===== src/hw/wcs_map.vh =====
// Register offsets, field positions, codes and timing constants
`ifndef WCS_MAP_VH
`define WCS_MAP_VH

// Avalon byte offsets
`define WCS_REG_CTRL       7'h00
`define WCS_REG_STATUS     7'h04
`define WCS_REG_COMPLETION 7'h08
`define WCS_REG_SLAVE_STAT 7'h0c
`define WCS_REG_DEF_RESP   7'h10
`define WCS_REG_MODEM      7'h14
`define WCS_REG_XMIT       7'h18
`define WCS_REG_DATA       7'h1c
`define WCS_REG_BLK_LEN    7'h20
`define WCS_REG_BLK_BASE   7'h24
`define WCS_BLK_BASE_W     5'd9
`define WCS_BLK_WORDS      17

// Field positions
`define WCS_CTRL_START     0
`define WCS_ST_BUSY        0
`define WCS_ST_DONE        1
`define WCS_ST_ERROR       2
`define WCS_ST_SESS_VALID  3
`define WCS_ST_SESS_MULTI  4
`define WCS_ST_STAT_STORED 5

// Data block word indexes (index 0 is the command number)
`define WCS_IX_CMD         0
`define WCS_IX_ID0         1
`define WCS_IX_MODE        5
`define WCS_IX_SLV_TYPE    6
`define WCS_IX_SLV_ADDR    7
`define WCS_IX_COUNT       8
`define WCS_IX_MST_TYPE    9
`define WCS_IX_STAT_TYPE   11
`define WCS_IX_STAT_ADDR   12
`define WCS_IX_RESP        13
`define WCS_IX_BCAST       14
`define WCS_IX_MODEM       15
`define WCS_IX_XMIT        16

// Block length limits and transfer limit
`define WCS_LEN_MIN        5'd11
`define WCS_LEN_MAX        5'd17
`define WCS_MAX_BYTES      17'd1000

// Codes
`define WCS_CMD_XWRITE     16'h1bbe
`define WCS_MODE_SINGLE    16'h0000
`define WCS_MODE_MULTI     16'h0001
`define WCS_ID_NULL        64'h0000000000000000
`define WCS_ID_BCAST       64'hffffffffffffffff
`define WCS_TYPE_R         16'h0008
`define WCS_TYPE_AI        16'h000a
`define WCS_TYPE_AQ        16'h000c
`define WCS_TYPE_I         16'h0046
`define WCS_FR_SESSION     16'h5a01
`define WCS_FR_WRITE       16'h5a02
`define WCS_OK             16'h0001
`define WCS_ERR_LEN        16'h0002
`define WCS_ERR_ID_MODE    16'h0003
`define WCS_ERR_SIZE       16'h0004
`define WCS_ERR_TIMEOUT    16'h0005
`define WCS_ERR_CMD        16'h0006

// Timing
`define WCS_CLK_NS         10
`define WCS_MS_NS          1000000
`define WCS_MS_CYCLES      (`WCS_MS_NS / `WCS_CLK_NS)
`define WCS_DEF_RESP_MS    16'd500
`define WCS_DEF_MODEM_MS   16'd0
`define WCS_DEF_XMIT_MS    16'd0
`define WCS_FIFO_WIDTH     16
`define WCS_FIFO_DEPTH     16
`endif


===== src/hw/wcs_fifo.v =====
// Synchronous FIFO with valid/ready on both sides
`timescale 1ns/1ns
module wcs_fifo #(
	parameter WIDTH = 16,
	parameter DEPTH = 16,
	parameter AW    = 4
) (
	input  wire             i_clock,
	input  wire             i_rst,
	input  wire [WIDTH-1:0] i_in_data,
	input  wire             i_in_valid,
	output wire             o_in_ready,
	output wire [WIDTH-1:0] o_out_data,
	output wire             o_out_valid,
	input  wire             i_out_ready
);
	reg [WIDTH-1:0] mem [0:DEPTH-1];
	reg [AW-1:0]    wr_ptr;
	reg [AW-1:0]    rd_ptr;
	reg [AW:0]      fill;
	wire            push;
	wire            pop;

	assign o_in_ready  = (fill != DEPTH[AW:0]);
	assign o_out_valid = (fill != {(AW+1){1'b0}});
	assign o_out_data  = mem[rd_ptr];
	assign push        = i_in_valid && o_in_ready;
	assign pop         = o_out_valid && i_out_ready;

	always @(posedge i_clock) begin
		if (push)
			mem[wr_ptr] <= i_in_data;
	end

	always @(posedge i_clock) begin
		if (i_rst) begin
			wr_ptr <= {AW{1'b0}};
			rd_ptr <= {AW{1'b0}};
			fill   <= {(AW+1){1'b0}};
		end else begin
			if (push)
				wr_ptr <= wr_ptr + 1'b1;
			if (pop)
				rd_ptr <= rd_ptr + 1'b1;
			if (push && !pop)
				fill <= fill + 1'b1;
			else if (pop && !push)
				fill <= fill - 1'b1;
		end
	end
endmodule // wcs_fifo


===== src/hw/wcs_sequencer.v =====
// Fast remote write command sequencer with Avalon-MM register slave
`timescale 1ns/1ns
`include "wcs_map.vh"

// Behaviour
// Ensure a suitable session exists, set one up if absent, then send write.
// Transfer count elements, counted in units of the local memory access mode.
// Zero-fill data where local and slave memory types differ.
// All-FFh identifier allowed only with multi-session; writes every slave.
// Requester never pairs the all-00h identifier with multi-session.
// Session type word 0 means single-session, 1 means multi-session.
// Single opens with one slave, multi with all; data goes to identified slave.
// Session type plus identifier decide if current session is adequate.
// One write command carries at most 1000 bytes.
// Accept block lengths of 11 mandatory words plus up to 6 optional.
// Parameters beyond the block length count as not programmed.
// Store slave status word at optional location; skip if absent or zero.
// Response timeout override in ms, else default response timer.
// Wait broadcast delay after setup or broadcast; override or default timer.
// Modem turnaround override in ms replaces configured value this command.
// Transmission delay override in ms, else configured value, extends waits; code adds it to the response wait only.
// On success write one into the completion status location.
// Millisecond timers use a shared divided tick, restarted at each wait.
module wcs_sequencer #(
	parameter MS_CYCLES = `WCS_MS_CYCLES
) (
	input  wire        I_CLOCK,
	input  wire        I_RST,
	input  wire [6:0]  I_ADDRESS,
	input  wire        I_READ,
	input  wire        I_WRITE,
	input  wire [31:0] I_WRITEDATA,
	output reg  [31:0] O_READDATA,
	output reg         O_WAITREQUEST,
	output reg  [15:0] O_TX_DATA,
	output reg         O_TX_VALID,
	output reg         O_TX_LAST,
	input  wire        I_TX_READY,
	input  wire [15:0] I_RX_DATA,
	input  wire        I_RX_VALID
);
	localparam S_IDLE  = 4'd0;
	localparam S_CHECK = 4'd1;
	localparam S_TURN  = 4'd2;
	localparam S_SEND  = 4'd3;
	localparam S_WAIT  = 4'd4;
	localparam S_DONE  = 4'd5;

	reg  [3:0]  state;
	reg  [15:0] blk [0:`WCS_BLK_WORDS-1];
	reg  [4:0]  blk_len;
	reg  [15:0] def_resp_ms;
	reg  [15:0] modem_cfg_ms;
	reg  [15:0] xmit_cfg_ms;
	reg  [15:0] completion;
	reg  [15:0] slave_stat;
	reg         done;
	reg         error;
	reg         stat_stored;
	reg         sess_valid;
	reg         sess_multi;
	reg  [63:0] sess_id;
	reg         phase_write;
	reg  [9:0]  tx_idx;
	reg  [16:0] tmr_ms;
	reg  [16:0] tick_cnt;
	reg         expect_rx;

	wire        req;
	wire        acc_wr;
	wire        fifo_in_ready;
	wire [15:0] fifo_data;
	wire        fifo_valid;
	wire        fifo_pop;
	wire        tick;
	wire [63:0] slave_id;
	wire        id_bcast;
	wire        id_null;
	wire        mode_multi;
	wire        mode_ok;
	wire        bit_mode;
	wire        word_mode;
	wire [16:0] count_w;
	wire [16:0] bytes;
	wire [16:0] valid_bits;
	wire [9:0]  n_words;
	wire        sess_ok;
	wire        has_stat;
	wire        has_resp;
	wire        has_bcast;
	wire        has_modem;
	wire        has_xmit;
	wire [16:0] resp_ms;
	wire [16:0] bcast_ms;
	wire [16:0] modem_ms;
	wire [16:0] xmit_ms;
	wire [9:0]  hdr_words;
	wire [9:0]  data_idx;
	wire [15:0] data_mask;
	wire        in_data;
	wire [15:0] frame_word;
	wire        frame_last;
	wire        frame_stall;

	// Register access is answered one cycle after the request is seen; a data write waits until the FIFO has room
	assign req    = I_READ || I_WRITE;
	assign acc_wr = I_WRITE && !O_WAITREQUEST;

	wcs_fifo #(
		.WIDTH (`WCS_FIFO_WIDTH),
		.DEPTH (`WCS_FIFO_DEPTH),
		.AW    (4)
	) u_fifo (
		.i_clock     (I_CLOCK),
		.i_rst       (I_RST),
		.i_in_data   (I_WRITEDATA[15:0]),
		.i_in_valid  (acc_wr && I_ADDRESS == `WCS_REG_DATA),
		.o_in_ready  (fifo_in_ready),
		.o_out_data  (fifo_data),
		.o_out_valid (fifo_valid),
		.i_out_ready (fifo_pop)
	);

	assign slave_id   = {blk[`WCS_IX_ID0], blk[`WCS_IX_ID0+1],
	                     blk[`WCS_IX_ID0+2], blk[`WCS_IX_ID0+3]};
	assign id_bcast   = (slave_id == `WCS_ID_BCAST);
	assign id_null    = (slave_id == `WCS_ID_NULL);
	assign mode_multi = (blk[`WCS_IX_MODE] == `WCS_MODE_MULTI);
	assign mode_ok    = (blk[`WCS_IX_MODE] == `WCS_MODE_SINGLE) ||
	                    mode_multi;

	// Units follow the local memory access mode
	assign bit_mode  = (blk[`WCS_IX_MST_TYPE] == `WCS_TYPE_I);
	assign word_mode = (blk[`WCS_IX_MST_TYPE] == `WCS_TYPE_R) ||
	                   (blk[`WCS_IX_MST_TYPE] == `WCS_TYPE_AI) ||
	                   (blk[`WCS_IX_MST_TYPE] == `WCS_TYPE_AQ);
	assign count_w   = {1'b0, blk[`WCS_IX_COUNT]};
	assign bytes     = bit_mode ? ((count_w + 17'd7) >> 3) :
	                   word_mode ? {count_w[15:0], 1'b0} : count_w;
	assign valid_bits = bit_mode ? count_w : {bytes[13:0], 3'b000};
	assign n_words   = bytes[10:1] + {9'd0, bytes[0]};

	// Adequate session: same kind, and for single the same slave
	assign sess_ok = sess_valid && (sess_multi == mode_multi) &&
	                 (mode_multi || sess_id == slave_id);

	// Optional words count only inside the block length
	assign has_stat  = (blk_len > `WCS_IX_STAT_ADDR) &&
	                   (blk[`WCS_IX_STAT_TYPE] != 16'h0000 ||
	                    blk[`WCS_IX_STAT_ADDR] != 16'h0000);
	assign has_resp  = (blk_len > `WCS_IX_RESP) &&
	                   (blk[`WCS_IX_RESP] != 16'h0000);
	assign has_bcast = (blk_len > `WCS_IX_BCAST) &&
	                   (blk[`WCS_IX_BCAST] != 16'h0000);
	assign has_modem = (blk_len > `WCS_IX_MODEM);
	assign has_xmit  = (blk_len > `WCS_IX_XMIT);
	assign xmit_ms   = {1'b0, has_xmit ? blk[`WCS_IX_XMIT] :
	                   xmit_cfg_ms};
	assign resp_ms   = {1'b0, has_resp ? blk[`WCS_IX_RESP] :
	                   def_resp_ms} + xmit_ms;
	assign bcast_ms  = {1'b0, has_bcast ? blk[`WCS_IX_BCAST] :
	                   def_resp_ms};
	assign modem_ms  = {1'b0, has_modem ? blk[`WCS_IX_MODEM] :
	                   modem_cfg_ms};

	// Frame: header, four identifier words, then mode or write fields
	assign hdr_words = phase_write ? 10'd8 : 10'd6;
	assign in_data   = phase_write && (tx_idx >= hdr_words);
	assign data_idx  = tx_idx - hdr_words;

	genvar b;
	generate
		for (b = 0; b < 16; b = b + 1) begin : g_mask
			assign data_mask[b] = ({3'b000, data_idx, 4'h0} +
			                       b) < valid_bits;
		end
	endgenerate

	reg [15:0] hdr_word;
	always @* begin
		hdr_word = 16'h0000;
		case (tx_idx[3:0])
		4'd0: hdr_word = phase_write ? `WCS_FR_WRITE : `WCS_FR_SESSION;
		4'd1: hdr_word = (!phase_write && mode_multi) ? 16'hffff :
		                 slave_id[63:48];
		4'd2: hdr_word = (!phase_write && mode_multi) ? 16'hffff :
		                 slave_id[47:32];
		4'd3: hdr_word = (!phase_write && mode_multi) ? 16'hffff :
		                 slave_id[31:16];
		4'd4: hdr_word = (!phase_write && mode_multi) ? 16'hffff :
		                 slave_id[15:0];
		4'd5: hdr_word = phase_write ? blk[`WCS_IX_SLV_TYPE] :
		                 blk[`WCS_IX_MODE];
		4'd6: hdr_word = blk[`WCS_IX_SLV_ADDR];
		4'd7: hdr_word = {6'd0, n_words};
		default: hdr_word = 16'h0000;
		endcase
	end

	assign frame_word  = in_data ? (fifo_data & data_mask) : hdr_word;
	assign frame_stall = in_data && !fifo_valid;
	assign frame_last  = phase_write ? (tx_idx == hdr_words + n_words - 10'd1)
	                                 : (tx_idx == hdr_words - 10'd1);
	assign fifo_pop    = (state == S_SEND) && in_data && fifo_valid &&
	                     (!O_TX_VALID || I_TX_READY) && !O_TX_LAST;

	assign tick = (tick_cnt == MS_CYCLES - 1);

	// Bus slave
	always @(posedge I_CLOCK) begin
		if (I_RST) begin
			O_WAITREQUEST <= 1'b1;
			O_READDATA    <= 32'h00000000;
		end else if (req && O_WAITREQUEST &&
		             !(I_WRITE && I_ADDRESS == `WCS_REG_DATA &&
		               !fifo_in_ready)) begin
			O_WAITREQUEST <= 1'b0;
			O_READDATA    <= 32'h00000000;
			if (I_ADDRESS == `WCS_REG_STATUS)
				O_READDATA[5:0] <= {stat_stored, sess_multi, sess_valid,
				                    error, done, state != S_IDLE};
			else if (I_ADDRESS == `WCS_REG_COMPLETION)
				O_READDATA[15:0] <= completion;
			else if (I_ADDRESS == `WCS_REG_SLAVE_STAT)
				O_READDATA[15:0] <= slave_stat;
			else if (I_ADDRESS == `WCS_REG_DEF_RESP)
				O_READDATA[15:0] <= def_resp_ms;
			else if (I_ADDRESS == `WCS_REG_MODEM)
				O_READDATA[15:0] <= modem_cfg_ms;
			else if (I_ADDRESS == `WCS_REG_XMIT)
				O_READDATA[15:0] <= xmit_cfg_ms;
			else if (I_ADDRESS == `WCS_REG_BLK_LEN)
				O_READDATA[4:0] <= blk_len;
			else if (I_ADDRESS >= `WCS_REG_BLK_BASE &&
			         I_ADDRESS[6:2] < `WCS_BLK_BASE_W + `WCS_BLK_WORDS)
				O_READDATA[15:0] <= blk[I_ADDRESS[6:2] - `WCS_BLK_BASE_W];
		end else begin
			O_WAITREQUEST <= 1'b1;
		end
	end

	// Configuration and parameter block; frozen while busy
	always @(posedge I_CLOCK) begin
		if (I_RST) begin
			def_resp_ms  <= `WCS_DEF_RESP_MS;
			modem_cfg_ms <= `WCS_DEF_MODEM_MS;
			xmit_cfg_ms  <= `WCS_DEF_XMIT_MS;
			blk_len      <= 5'd0;
		end else if (acc_wr && state == S_IDLE) begin
			if (I_ADDRESS == `WCS_REG_DEF_RESP)
				def_resp_ms <= I_WRITEDATA[15:0];
			else if (I_ADDRESS == `WCS_REG_MODEM)
				modem_cfg_ms <= I_WRITEDATA[15:0];
			else if (I_ADDRESS == `WCS_REG_XMIT)
				xmit_cfg_ms <= I_WRITEDATA[15:0];
			else if (I_ADDRESS == `WCS_REG_BLK_LEN)
				blk_len <= I_WRITEDATA[4:0];
		end
	end

	always @(posedge I_CLOCK) begin
		if (acc_wr && state == S_IDLE && I_ADDRESS >= `WCS_REG_BLK_BASE &&
		    I_ADDRESS[6:2] < `WCS_BLK_BASE_W + `WCS_BLK_WORDS)
			blk[I_ADDRESS[6:2] - `WCS_BLK_BASE_W] <= I_WRITEDATA[15:0];
	end

	// Sequencer
	always @(posedge I_CLOCK) begin
		if (I_RST) begin
			state       <= S_IDLE;
			completion  <= 16'h0000;
			slave_stat  <= 16'h0000;
			done        <= 1'b0;
			error       <= 1'b0;
			stat_stored <= 1'b0;
			sess_valid  <= 1'b0;
			sess_multi  <= 1'b0;
			sess_id     <= 64'h0;
			phase_write <= 1'b0;
			tx_idx      <= 10'd0;
			tmr_ms      <= 17'd0;
			tick_cnt    <= 17'd0;
			expect_rx   <= 1'b0;
			O_TX_DATA   <= 16'h0000;
			O_TX_VALID  <= 1'b0;
			O_TX_LAST   <= 1'b0;
		end else begin
			tick_cnt <= tick ? 17'd0 : tick_cnt + 17'd1;
			if (tick && tmr_ms != 17'd0)
				tmr_ms <= tmr_ms - 17'd1;
			if (O_TX_VALID && I_TX_READY) begin
				O_TX_VALID <= 1'b0;
				O_TX_LAST  <= 1'b0;
			end
			case (state)
			S_IDLE: begin
				if (acc_wr && I_ADDRESS == `WCS_REG_CTRL &&
				    I_WRITEDATA[`WCS_CTRL_START]) begin
					done        <= 1'b0;
					error       <= 1'b0;
					stat_stored <= 1'b0;
					state       <= S_CHECK;
				end
			end
			S_CHECK: begin
				if (blk_len < `WCS_LEN_MIN || blk_len > `WCS_LEN_MAX) begin
					completion <= `WCS_ERR_LEN;
					error      <= 1'b1;
					state      <= S_DONE;
				end else if (blk[`WCS_IX_CMD] != `WCS_CMD_XWRITE) begin
					completion <= `WCS_ERR_CMD;
					error      <= 1'b1;
					state      <= S_DONE;
				end else if (!mode_ok || (id_bcast && !mode_multi) ||
				             (id_null && mode_multi)) begin
					completion <= `WCS_ERR_ID_MODE;
					error      <= 1'b1;
					state      <= S_DONE;
				end else if (bytes > `WCS_MAX_BYTES) begin
					completion <= `WCS_ERR_SIZE;
					error      <= 1'b1;
					state      <= S_DONE;
				end else begin
					phase_write <= sess_ok;
					tmr_ms      <= modem_ms;
					tick_cnt    <= 17'd0;
					state       <= S_TURN;
				end
			end
			S_TURN: begin
				if (tmr_ms == 17'd0) begin
					tx_idx <= 10'd0;
					state  <= S_SEND;
				end
			end
			S_SEND: begin
				if ((!O_TX_VALID || I_TX_READY) && !O_TX_LAST &&
				    !frame_stall) begin
					O_TX_DATA  <= frame_word;
					O_TX_VALID <= 1'b1;
					O_TX_LAST  <= frame_last;
					tx_idx     <= tx_idx + 10'd1;
				end
				if (O_TX_VALID && I_TX_READY && O_TX_LAST) begin
					// Slaves never answer broadcasts
					if ((phase_write && id_bcast) ||
					    (!phase_write && mode_multi)) begin
						tmr_ms    <= bcast_ms;
						expect_rx <= 1'b0;
					end else begin
						tmr_ms    <= resp_ms;
						expect_rx <= 1'b1;
					end
					tick_cnt <= 17'd0;
					state    <= S_WAIT;
				end
			end
			S_WAIT: begin
				if (expect_rx && I_RX_VALID) begin
					if (phase_write) begin
						completion <= `WCS_OK;
						if (has_stat) begin
							slave_stat  <= I_RX_DATA;
							stat_stored <= 1'b1;
						end
						state <= S_DONE;
					end else begin
						sess_valid  <= 1'b1;
						sess_multi  <= 1'b0;
						sess_id     <= slave_id;
						phase_write <= 1'b1;
						tmr_ms      <= modem_ms;
						tick_cnt    <= 17'd0;
						state       <= S_TURN;
					end
				end else if (tmr_ms == 17'd0) begin
					if (expect_rx) begin
						completion <= `WCS_ERR_TIMEOUT;
						error      <= 1'b1;
						sess_valid <= 1'b0;
						state      <= S_DONE;
					end else if (phase_write) begin
						completion <= `WCS_OK;
						state      <= S_DONE;
					end else begin
						sess_valid  <= 1'b1;
						sess_multi  <= 1'b1;
						sess_id     <= `WCS_ID_BCAST;
						phase_write <= 1'b1;
						tmr_ms      <= modem_ms;
						tick_cnt    <= 17'd0;
						state       <= S_TURN;
					end
				end
			end
			S_DONE: begin
				done  <= 1'b1;
				state <= S_IDLE;
			end
			default: state <= S_IDLE;
			endcase
		end
	end
endmodule // wcs_sequencer


===== config.mk =====
export PLATFORM = sky130hd
export DESIGN_NAME = wcs_sequencer
export DESIGN_NICKNAME = d
export VERILOG_FILES = /design/src/hw/wcs_fifo.v /design/src/hw/wcs_sequencer.v
export VERILOG_INCLUDE_DIRS = /design/src /design/src/hw
export SDC_FILE = /design/constraint.sdc
export NUM_CORES = 2
export LEC_CHECK = 0
export ABC_AREA = 0
export BUFFER_PORTS_ARGS = -buffer_cell sky130_fd_sc_hd__buf_2
export CAP_MARGIN = 15
export CORE_MARGIN = 3
export CORE_UTILIZATION = 30
export DETAILED_ROUTE_END_ITERATION = 12
export PLACE_DENSITY = 0.51
export SLEW_MARGIN = 20
export SYNTH_ARGS = -nofsm -noshare
export SYNTH_HDL_FRONTEND = slang
export SYNTH_SLANG_ARGS = --single-unit

===== constraint.sdc =====
create_clock -name I_CLOCK -period 5.3 [get_ports I_CLOCK]
set_input_delay 0.795 -clock I_CLOCK [delete_from_list [all_inputs] [get_ports I_CLOCK]]
set_output_delay 0.795 -clock I_CLOCK [all_outputs]
set_load 0.01 [all_outputs]

==> reports/metrics.cfg <==
[synth]
yosys_warnings = 0
synth_compound_area_share_pct = 9.607
synth.area.mux_share_pct = 12.87
synthArstFlopShare_pct = 0
synth_area_leaders = edfxtp_1 50%, dfxtp_1 11%, mux4_2 10%, nand2_1 2.0%, nor2_1 1.9%
ys_ff_latch = 1011
synth_largest_area_cell = edfxtp_1
yosysTopAreaCellShare_pct = 49.82
yosys.area_share.xor_xnor_pct = 2.759
synth.avg_cell_area_um2 = 13.75
synth_adder_area_share_pct = 2.010
synth_ff_type = edfxtp_1
synth_top_family_by_area = multiplexers
synthCells = 3313
synth.cell_area_um2 = 45570
synth_edf_count = 756
synthSimpleGateAreaFrac_pct = 9.146
yosysUniqueCellTypes = 94
seq_area_frac_synth_pct = 61.02

[layout]
layout_common_cells = 756 x edfxtp_1, 251 x dfxtp_1, 236 x nand2_1
drive_above_1_share_pct = 21.85
final_common_cell = edfxtp_1
final_core_util_pct = 35.21
layout.cells.non_filler = 5617
final_cell_area_um2 = 52930
syn2layout_area_growth_pct = 16.15
fin_nets = 3637

[power]
clkPwrFrac_pct = 45.7
power.density_nw_per_um2 = 329.1
switchingPower_mw = 3.885
p_seq_share_pct = 49.2
leakage_nw = 17.76
power_frac_comb_pct = 5.2
switching_share_pct = 22.31
ir_worst_vdd_uv = 275.4
power.internal_mw = 13.53

[floorplanning]
design.core.area_um2 = 150300
start_util_pct = 30.32
die_w_um = 395.7
dieArea_um2 = 156600
rows = 142
die_h_um = 395.7
io_pins = 112

[detailed_routing]
via_per_inst = 5.395
vias = 30300
drt_pass1_iterations = 8
dr.first_iter.drc_count = 3724
wire_per_inst_um = 26.53
wl_um = 149000
antenna_left = 0
drcViolationCount = 0

[setup_path]
path_cells = nor4_4 -> buf_4 -> nand4_1 -> buf_4 -> o21a_1 -> ha_1 -> ha_1 -> inv_1 -> ha_1 -> inv_1 -> ha_1 -> fa_1 -> a21o_1 -> a21oi_2 -> nor2b_1 -> and2_1 -> a221oi_2 -> xor2_1 -> mux2_1 -> o31ai_1
arrival_ps = 5640
worst_path_most_repeated_cell = ha_1
crit_path_max_incr_delay_ps = 430
cp-start-kind = register
crit_family = adder cells
crit_path_start = blk[9][9]
cp_num_buf_inv = 4
path_class = reg -> reg
slowest_stage = edfxtp_1
crit_required_ps = 5920
critPathMaxFanout = 6
r2r_start = blk[9][9]
cp-end-kind = register

[sta]
slew_headroom_pct = 29.92
min_period_ps = 5014
finalClockSkew_ps = 67.49
fmax_mhz = 199.4
worst_pin_slew_ps = 1050
fin_crit_sh_pct = 94.61
setup_viol = 0
tns_ps = 0
hold_viol = 0
fin_ws_ps = 285.6
drv_slew = 0
rsz0062_at_grt = no

[job]
cap_violations = 0

[cts]
cts_tree = done
numCtsBuffers = 106
clkLatencyLatePin_ps = 730
postCtsHoldBufs = 0
clkTransAtPathRegs_ps = 70
clock_path_buffers = 3
cts-root-buf = clkbuf_16
cts.sinks = 1011
htree_levels = 3

[global_route]
grt_max_degree = 66
grt_usage_pct = 18.63
grt_pass1_vias = 28950
overflow = 0
grt_pass1_wl_um = 214700
grt_antenna_before_repair = 9

[placement]
gp_routability_congestion = 0.9424
dp_hpwl_um = 102600
placed_cell_area_um2 = 49090
post-place-ws_ps = 195.8
io_buffers = 79
dp_cells = 5406

[min_path]
hold_path_class = in -> reg
min_from = I_RX_DATA[13]

[status]
run_status = finished, final reports clean

## cell type report
class	instances	area, um^2
inverter	78	292.8
sequential	1011	27810
antenna	4	10.01
clock buffer	129	2840
clock inverter	69	894.6
multi-input combinational	2065	16860
timing repair buffer	245	1693
fill	14600	97380
tap	2016	2522
## registers in the layout (all words and copies together) (netlist names), 3 cells and up, named ones only
name,flops
u_fifo.fill,5
modem_cfg_ms,16
O_READDATA,16
sess_id,64
def_resp_ms,16
u_fifo.mem,256
state,3
O_TX_DATA,16
slave_stat,16
tx_idx,10
xmit_cfg_ms,16
u_fifo.wr_ptr,4
tmr_ms,17
tick_cnt,17
blk_len,5
blk,500
u_fifo.rd_ptr,4
completion,16
## final timing paths
path | to | slack (ps) | cells after the start
setup / recovery | O_TX_LAST | 290 | 20
hold / removal | slave_stat[13] | 320 | 3
setup reg to reg | O_TX_LAST | 290 | 20
hold reg to reg | completion[4] | 450 | 1
## synthesized netlist by cell type (60+ instances only)
cell      number
edfxtp_1     756
dfxtp_1      255
nand2_1      237
nor2_1       226
mux4_2       206
clkbuf_1     146
a21oi_1      145
o21ai_0      115
inv_1         77
xor2_1        77
nand3_1       66
ha_1          65
o221a_2       64
nor4_1        63
xnor2_1       61
mux2i_1       60
nor3_1        60
## worst min-delay path, stage by stage
cell and delay, ps:
buf_2 70, mux2i_1 50, nor2_1 70
## repair_timing
action | 4_1_cts | 5_1_grt
buffers inserted | 0 | 9
setup endpoints to repair | 0 | 1
resized for setup | 0 | 6
## metrics by stage
stage          power (mW)  hold WS, ps
2_1_floorplan       9.157        421.0
3_3_place_gp        9.625        437.1
3_5_place_dp        9.628        440.1
4_1_cts             17.58        257.0
5_1_grt             17.96        300.4
6_report            17.42        322.8
## power groups by stage
stage	Sequential, mW	Combinational, mW	Clock (mW)
after floorplan	8.73	0.426	0
after global placement	8.73	0.895	0
after detailed placement	8.73	0.897	0
after CTS	8.56	0.901	8.12
after global routing	8.56	0.948	8.46
final	8.56	0.903	7.95
## cell families (layout without fill, tap and decap cells)
kind of cell	count (synthesis)	after routing
multiplexers	320	320
buffers and inverters	284	521
flip-flops	1011	1011
AO/OA/AOI/OAI	627	627
other	1	52
XOR/XNOR	141	141
AND/OR/NAND/NOR	858	858
adder cells (fa/ha/maj)	71	71
## layer usage
layer / share of wire (%) / track usage [%] / vias to the layer above
met5: 0.028 / 0 / -
met4: 3.5 / 6.637 / 8
met3: 8.6 / 3.886 / 274
met2: 44 / 28.01 / 1316
met1: 44 / 26.56 / 15430
li1: - / - / 13280
Note: power is estimated with default switching activity, not from simulation.
